### config.mk
export PLATFORM = sky130hd
export DESIGN_NAME = dcs_ctrl
export DESIGN_NICKNAME = d
export VERILOG_FILES = /design/src/rtl/dcs_pkg.sv /design/src/rtl/dcs_gate.sv /design/src/rtl/dcs_ctrl.sv
export SDC_FILE = /design/constraint.sdc
export NUM_CORES = 1
export LEC_CHECK = 0
export ABC_AREA = 1
export ABC_CLOCK_PERIOD_IN_PS = 3300
export BUFFER_PORTS_ARGS = -buffer_cell sky130_fd_sc_hd__buf_2
export CORE_MARGIN = 2
export CORE_UTILIZATION = 28
export CTS_CLUSTER_DIAMETER = 120
export DETAILED_ROUTE_END_ITERATION = 6
export GPL_TIMING_DRIVEN = 1
export PLACE_DENSITY = 0.54
export SLEW_MARGIN = 20
export SYNTH_ARGS = -nofsm -noshare
export SYNTH_HDL_FRONTEND = slang
export SYNTH_HIERARCHICAL = 1
export SYNTH_SLANG_ARGS = --single-unit
### constraint.sdc
create_clock -name clock -period 3.3 [get_ports clock]
set_clock_uncertainty 0.05 [all_clocks]
set_input_delay 0.99 -clock clock [delete_from_list [all_inputs] [get_ports clock]]
set_output_delay 0.99 -clock clock [all_outputs]
set_load 0.05 [all_outputs]
### src/rtl/dcs_pkg.sv
package dcs_pkg;
    localparam int BIT_REF_LSB   = 0;
    localparam int BIT_REF_MSB   = 1;
    localparam int BIT_DC_BRAKE  = 2;
    localparam int BIT_COAST     = 3;
    localparam int BIT_QSTOP     = 4;
    localparam int BIT_HOLD      = 5;
    localparam int BIT_START     = 6;
    localparam int BIT_RESET     = 7;
    localparam int BIT_JOG       = 8;
    localparam int BIT_RAMP_SEL  = 9;
    localparam int BIT_VALID     = 10;
    localparam int BIT_RELAY1    = 11;
    localparam int BIT_RELAY4    = 12;
    localparam int BIT_SETUP_LSB = 13;
    localparam int BIT_SETUP_MSB = 14;
    localparam int BIT_REVERSE   = 15;
    localparam logic [15:0] CMD_RESET_VAL = 16'h0000;
    localparam logic [15:0] REF_RESET_VAL = 16'h0000;
    localparam logic [15:0] REF_FULL_SCALE = 16'h4000;
    typedef enum logic [1:0] {
        DCS_GATE_DIN,
        DCS_GATE_BUS,
        DCS_GATE_AND,
        DCS_GATE_OR
    } dcs_gate_t;
endpackage

### src/rtl/dcs_gate.sv
`timescale 1ns/10ps
`default_nettype none
module dcs_gate
    import dcs_pkg::*;
(
    input  wire logic [1:0] sel,     // Gating selection
    input  wire logic       bus_bit, // Bus command bit
    input  wire logic       din_bit, // Digital input function
    output logic            y        // Combined result
);
    always_comb begin
        unique case (dcs_gate_t'(sel))
            DCS_GATE_DIN: y = din_bit;
            DCS_GATE_BUS: y = bus_bit;
            DCS_GATE_AND: y = bus_bit & din_bit;
            DCS_GATE_OR:  y = bus_bit | din_bit;
        endcase
    end
endmodule
`default_nettype wire

### src/rtl/dcs_ctrl.sv
`timescale 1ns/10ps
`default_nettype none
module dcs_ctrl
    import dcs_pkg::*;
(
    input  wire logic        clock,          // 50 MHz clock
    input  wire logic        rst,            // Async reset, high
    input  wire logic        cmd_we,         // Command word write strobe
    input  wire logic [15:0] cmd_wdata,      // drive_command_word
    input  wire logic        ref_we,         // Speed reference write strobe
    input  wire logic [15:0] ref_wdata,      // bus_speed_reference
    input  wire logic [15:0] act_value,      // Actual output, bus scaling
    input  wire logic [1:0]  coast_sel,      // Coast gating selection
    input  wire logic [1:0]  start_sel,      // Start gating selection
    input  wire logic [1:0]  setup_sel,      // Set-up gating selection
    input  wire logic [1:0]  preset_sel,     // Preset gating selection
    input  wire logic [1:0]  reverse_sel,    // Reverse gating selection
    input  wire logic        din_coast_n,    // Input: no coasting
    input  wire logic        din_start,      // Input: start
    input  wire logic [1:0]  din_setup,      // Input: set-up select
    input  wire logic [1:0]  din_preset,     // Input: preset select
    input  wire logic        din_reverse,    // Input: reverse
    input  wire logic        din_stop_req,   // Input DC brake stop request
    input  wire logic        relay1_follow,  // Relay 01 follows bus
    input  wire logic        relay4_follow,  // Relay 04 follows bus
    input  wire logic        multi_setup,    // Multi set-up enabled
    input  wire logic        ctrl_ready,     // Control electronics ready
    input  wire logic        drive_ready,    // Power part ready
    input  wire logic        tripped,        // Trip active
    input  wire logic        err_no_trip,    // Error without trip
    input  wire logic        trip_locked,    // Trip lock
    input  wire logic        warning,        // Any warning
    input  wire logic        on_reference,   // Speed equals reference
    input  wire logic        local_mode,     // Local stop/reset or ref
    input  wire logic        freq_in_limit,  // Within speed limits
    input  wire logic        freq_nonzero,   // Output frequency above 0
    input  wire logic        overtemp_auto,  // Overtemp autorestart stop
    input  wire logic        dc_volt_bad,    // DC link out of range
    input  wire logic        torque_over,    // Torque limit exceeded
    input  wire logic        thermal_over,   // Thermal timer over 100%
    input  wire logic        link_ok,        // Bus option link healthy
    output logic [1:0]       preset_idx,     // Chosen preset reference
    output logic             dc_brake,       // DC brake and stop
    output logic             output_off,     // Output stage off, coast
    output logic             quick_stop,     // Quick-stop ramp down
    output logic             freeze,         // Hold output frequency
    output logic             run_permit,     // Start permitted
    output logic             trip_reset,     // One-cycle trip reset
    output logic             jog,            // Use jog speed
    output logic             ramp2,          // Use second ramp pair
    output logic             relay1,         // Relay 01 drive
    output logic             relay4,         // Relay 04 drive
    output logic [1:0]       setup_idx,      // Active set-up, 0..3
    output logic             reverse,        // Reverse direction
    output logic [15:0]      speed_ref,      // Accepted speed reference
    output logic [15:0]      status_word,    // drive_status_word
    output logic [15:0]      actual_out      // actual_output_value
);
    ////////////////////////////////////////////////////////////////////
    logic [15:0] cmd_q;
    logic        rst_bit_q;
    logic        coast_ok;
    logic        start_ok;
    logic [1:0]  setup_g;
    logic [1:0]  preset_g;
    logic        rev_g;
    logic        rev_bus_ok;
    logic        running;
    logic [15:0] stw_d;

    always_ff @(posedge clock or posedge rst) begin
        if (rst) begin
            cmd_q <= CMD_RESET_VAL;
        end else if (cmd_we && cmd_wdata[BIT_VALID]) begin
            cmd_q <= cmd_wdata;
        end
    end

    always_ff @(posedge clock or posedge rst) begin
        if (rst) begin
            speed_ref <= REF_RESET_VAL;
        end else if (ref_we) begin
            speed_ref <= ref_wdata;
        end
    end

    ////////////////////////////////////////////////////////////////////
    dcs_gate u_coast (
        .sel     (coast_sel),
        .bus_bit (cmd_q[BIT_COAST]),
        .din_bit (din_coast_n),
        .y       (coast_ok)
    );
    dcs_gate u_start (
        .sel     (start_sel),
        .bus_bit (cmd_q[BIT_START]),
        .din_bit (din_start),
        .y       (start_ok)
    );
    dcs_gate u_rev (
        .sel     (reverse_sel),
        .bus_bit (cmd_q[BIT_REVERSE]),
        .din_bit (din_reverse),
        .y       (rev_g)
    );
    genvar gi;
    generate
        for (gi = 0; gi < 2; gi++) begin : g_sel
            dcs_gate u_setup (
                .sel     (setup_sel),
                .bus_bit (cmd_q[BIT_SETUP_LSB + gi]),
                .din_bit (din_setup[gi]),
                .y       (setup_g[gi])
            );
            dcs_gate u_preset (
                .sel     (preset_sel),
                .bus_bit (cmd_q[BIT_REF_LSB + gi]),
                .din_bit (din_preset[gi]),
                .y       (preset_g[gi])
            );
        end
    endgenerate

    // bus reverse only for bus, and, or sources
    assign rev_bus_ok = (reverse_sel != 2'(DCS_GATE_DIN));
    assign running = coast_ok && start_ok && cmd_q[BIT_DC_BRAKE];

    ////////////////////////////////////////////////////////////////////
    always_ff @(posedge clock or posedge rst) begin
        if (rst) begin
            preset_idx <= 2'h0;
            dc_brake   <= 1'b1;
            output_off <= 1'b1;
            quick_stop <= 1'b1;
            freeze     <= 1'b0;
            run_permit <= 1'b0;
            jog        <= 1'b0;
            ramp2      <= 1'b0;
            relay1     <= 1'b0;
            relay4     <= 1'b0;
            setup_idx  <= 2'h0;
            reverse    <= 1'b0;
        end else begin
            preset_idx <= preset_g;
            dc_brake   <= ~cmd_q[BIT_DC_BRAKE] | din_stop_req;
            output_off <= ~coast_ok;
            quick_stop <= ~cmd_q[BIT_QSTOP];
            freeze     <= ~cmd_q[BIT_HOLD];
            // frozen drive ignores quick stop, but ramp stop still stops it
            run_permit <= running && (~cmd_q[BIT_HOLD] ||
                          (start_ok && cmd_q[BIT_QSTOP])) && ~din_stop_req;
            jog        <= cmd_q[BIT_JOG];
            ramp2      <= cmd_q[BIT_RAMP_SEL];
            relay1     <= relay1_follow & cmd_q[BIT_RELAY1];
            relay4     <= relay4_follow & cmd_q[BIT_RELAY4];
            setup_idx  <= multi_setup ? setup_g : 2'h0;
            reverse    <= rev_bus_ok ? rev_g : din_reverse;
        end
    end

    always_ff @(posedge clock or posedge rst) begin
        if (rst) begin
            rst_bit_q  <= 1'b0;
            trip_reset <= 1'b0;
        end else begin
            rst_bit_q  <= cmd_q[BIT_RESET];
            trip_reset <= cmd_q[BIT_RESET] & ~rst_bit_q;
        end
    end

    ////////////////////////////////////////////////////////////////////
    always_comb begin
        stw_d = 16'h0000;
        stw_d[0]  = ctrl_ready;
        stw_d[1]  = drive_ready;
        stw_d[2]  = ~output_off;
        stw_d[3]  = tripped;
        stw_d[4]  = err_no_trip;
        stw_d[5]  = 1'b0;
        stw_d[6]  = trip_locked;
        stw_d[7]  = warning;
        stw_d[8]  = on_reference;
        stw_d[9]  = ~local_mode;
        stw_d[10] = freq_in_limit;
        stw_d[11] = run_permit | freq_nonzero;
        stw_d[12] = overtemp_auto;
        stw_d[13] = dc_volt_bad;
        stw_d[14] = torque_over;
        stw_d[15] = thermal_over;
    end

    always_ff @(posedge clock or posedge rst) begin
        if (rst) begin
            status_word <= 16'h0000;
            actual_out  <= 16'h0000;
        end else begin
            status_word <= link_ok ? stw_d : 16'h0000;
            actual_out  <= act_value;
        end
    end
endmodule
`default_nettype wire

* Yosys cells after proc, flatten, opt, wreduce, memory -nomap -nowiden *
Cells that the tools add are included.

storage, ports and cells
  register bits after elaboration = 80
  input port bits = 88
  output and inout port bits = 63
  logic and storage cells = 83

cells by class
  equal/unequal tests = 15
  mux-type cells = 10
  bitwise gates (word level) = 27
  reduce and logical (&&, ||, !) cells = 13

operator list
  cell                                                                   number
  1-bit case mux with 4 select lines                                     7
  2-bit equality test, second input constant                             10
  16-bit 2-to-1 mux                                                      1
  1-bit AND                                                              10
  2-bit by 1-bit equality test with 1-bit output, second input constant  5
  2-bit zero test                                                        5
  1-bit OR                                                               9
  1-bit NOT                                                              8
  1-bit logical AND                                                      6
  2-bit 2-to-1 mux                                                       1
  2-bit nonzero test                                                     1
  1-bit logical OR                                                       1
  1-bit 2-to-1 mux                                                       1

* Depth between registers and ports, before layout *
  depth in word-level cells = 6
  depth in mapped cells = 8

* By module *
Netlist, hierarchy kept.

modules (own cells, without submodules)
  module    times used  cells each  area an instance (um^2)  seq. area each (um^2)
  dcs_ctrl  1           238         2,687.6                  1,955.6
  dcs_gate  7           9           36.3                     0.0

* Worst setup path before layout *
No wires, ideal clock.

  path type = register to output
  start point = register output_off
  end point = output output_off
  data arrival time = 0.664 ns
  required time = 2.260 ns
  slack = 1.596 ns
  stages on the path, launching flop included = 1
  path buffers = 0
  cells stage by stage = dfstp_2

RTL lines
  what                    RTL line         text
  from (decl)             dcs_ctrl.sv:44   output logic output_off,
  from (signal assigned)  dcs_ctrl.sv:146  output_off <= ~coast_ok;

No word-level cell between the ends.

* Final worst setup path *
  start point = register output_off
  end point = output output_off

No word-level cell between the ends.

==> metrics <==
post-CTS resize count=0; fmax=between 400 and 500 MHz; cells after synthesis=approximately 300; post-CTS setup buffers=0; syn_nets=roughly 400; layout cells sized above 1=about two fifths; io pins=151; crit share post-route=65.9%; Yosys cell types=16; DR WL/cell=about 12 um; status=finished clean; # port buffers=roughly 150; delay-heaviest family, CP=flip-flops; worst slew pin tran=between 600 and 700 ps; CTS Root Cell=clkbuf_8; H-tree depth=3; DP HPWL=about 5200 um; clk_lat worst skew=about 350 ps; via count=about 2400; std cell rows=37; synth warn=6; Seq cells post-synth=78; Hold Buf Count CTS=0; CTS buffer count=9; Area Overhead vs Synth=36.4%; initial core utilization=roughly 29%; CP max stage cell=dfstp_2; cell taking the most area after synthesis=dfrtp_1; Peak VDD IR=0.000177 V; Max Slew Vio Count=0; Clock transition at path regs=about 90 ps; CTS tree=yes; CP bufs+invs=1; largest cells by area after synthesis=dfrtp_1 (64%), nand2_1 (13%), inv_1 (7.0%); Syn Std Cell Area=2940 um^2; clk sinks=78; worst slack at placement=around 1400 ps; EDFF count, synth=0; largest net degree at the start of global routing=41; count leader, synth=nand2_1; P per Cell Area=between 500 and 600 nW/um^2; CP startpoint kind=flip-flop; worst hold path class=flip-flop to flip-flop; busiest grt layer=met2; GR Util met2=between 20% and 30%; via count of the first global-routing pass=about 2300; worst setup margin=1130 ps; Final Wtd Congestion=0.758; critical path cell sequence=buf_2; met3 GRT Util=3.92%; DRT iter0 DRCs=between 100 and 150; Post-DRT Antenna Nets=0; RSZ-0062 raised after global routing=false; clk buf depth=2; crit end category=output pin; Final Hold Violating Endpoints=0; # setup viols final=0; maximum capacitance violations=0; register area share after synthesis=between 60% and 70%; final wirelength=between 6000 and 7000 um; Core Region=roughly 10000 um^2; Setup Crit Path Kind=flip-flop to output pin; Rel. slew slack=53.8%; peak per-stage delay on the critical path=around 530 ps; grt ovf=0; setup TNS=0 ps; WP data arrival=1130 ps; layout filler cell count=about 1100; Async S/R FF share, synth=between 90% and 100%; Synth top area share=63.8%; die width=around 110 um; drt via density=around 4.1; Ant. Diodes=0; Critical Path RT=2260 ps; largest fanout on the critical path=2; ys flop type=dfrtp_1; DRC viols=0; GRT Total Usage=approximately an eighth; drt first pass iters=4; Mapped Avg Cell Area=roughly 10 um^2; min Tclk post-route=about 2200 ps; met1 Track Usage GR=14.8%; Leak Pwr=between 2 and 2.5 nW; Post-synth top cells=nand2_1 (98), dfrtp_1 (75), inv_1 (55); first-pass GRT wire length=between 10000 and 15000 um; Total Die Area=11300 um^2; Die Ht=roughly 110 um; initial antenna violation count=0; NumNets Final=540
metal layers:
layer  vias up  routed length, um  share of wire, %
met1      1107               2890                42
li1       1178                  -                 -
met4         0                 59              0.86
met2       120               3220                47
met5         -                  0                 0
met3         9                689                10
state kept, by name, indices dropped and copies added, names as in the netlist:
| name | cells |
|---|---|
| output_off | 1 |
| actual_out | 16 |
| run_permit | 1 |
| freeze | 1 |
| quick_stop | 1 |
| reverse | 1 |
| dc_brake | 1 |
| preset_idx | 2 |
| relay4 | 1 |
| jog | 1 |
| status_word | 15 |
| trip_reset | 1 |
| ramp2 | 1 |
| setup_idx | 2 |
| rst_bit_q | 1 |
| speed_ref | 16 |
| cmd_q | 15 |
| relay1 | 1 |
path summary, 6_finish.rpt:
check                                   to        from  slack [ps]  depth (start not counted)
hold / removal                       ramp2    cmd_q[9]         330                          0
setup reg to reg                run_permit    cmd_q[3]        2300                          8
max in group asynchronous  status_word[15]         rst        1880                          3
min in group asynchronous    actual_out[7]         rst         670                          2
setup / recovery                output_off  output_off        1130                          1
hold reg to reg                      ramp2    cmd_q[9]         330                          0
metrics by stage:
step | power [mW] | instance area [um^2] | hold WS [ps] | utilization [%] | instances
floorplan | 1.41 | 2940 | 304 | - | 301
global placement | 1.55 | 3790 | 314 | 36.9 | 577
detailed placement | 1.56 | 3790 | 319 | 36.9 | 577
CTS | 2.35 | 4010 | 333 | 39.0 | 593
global route | 2.44 | 4010 | 355 | 39.0 | 593
finish | 2.32 | 4010 | 330 | 39.0 | 593
logic make-up after synthesis:
group	synth area share, %
AO/OA/AOI/OAI	2.89
buffers and inverters	10.0
flip-flops	66.5
other	0.127
AND/OR/NAND/NOR	20.5
placed cells by master (no fill, tap or decap), drive strengths merged:
master / n
buf: 150
nand2: 109
dfrtp: 75
inv: 55
o21ai: 17
nor2: 16
nand3: 15
clkbuf: 9
clkinv: 5
dfstp: 3
bufinv: 2
conb: 1
power by group:
group | total (mW) | leakage [nW] | internal (mW) | switching (mW)
Clock | 0.785 | 0.114 | 0.429 | 0.357
Combinational | 0.458 | 1.31 | 0.119 | 0.340
Sequential | 1.07 | 0.956 | 1.04 | 0.0355
layout make-up:
cell class / count / area [um^2] / share of cell area (%)
sequential: 78 / 1960 / 48.8
timing repair buffer: 150 / 766 / 19.1
multi-input combinational: 158 / 692 / 17.2
inverter: 55 / 208 / 5.18
tap: 136 / 170 / 4.24
clock buffer: 9 / 124 / 3.09
clock inverter: 7 / 96.3 / 2.40
No activity file was read; power rests on OpenSTA's default activity.
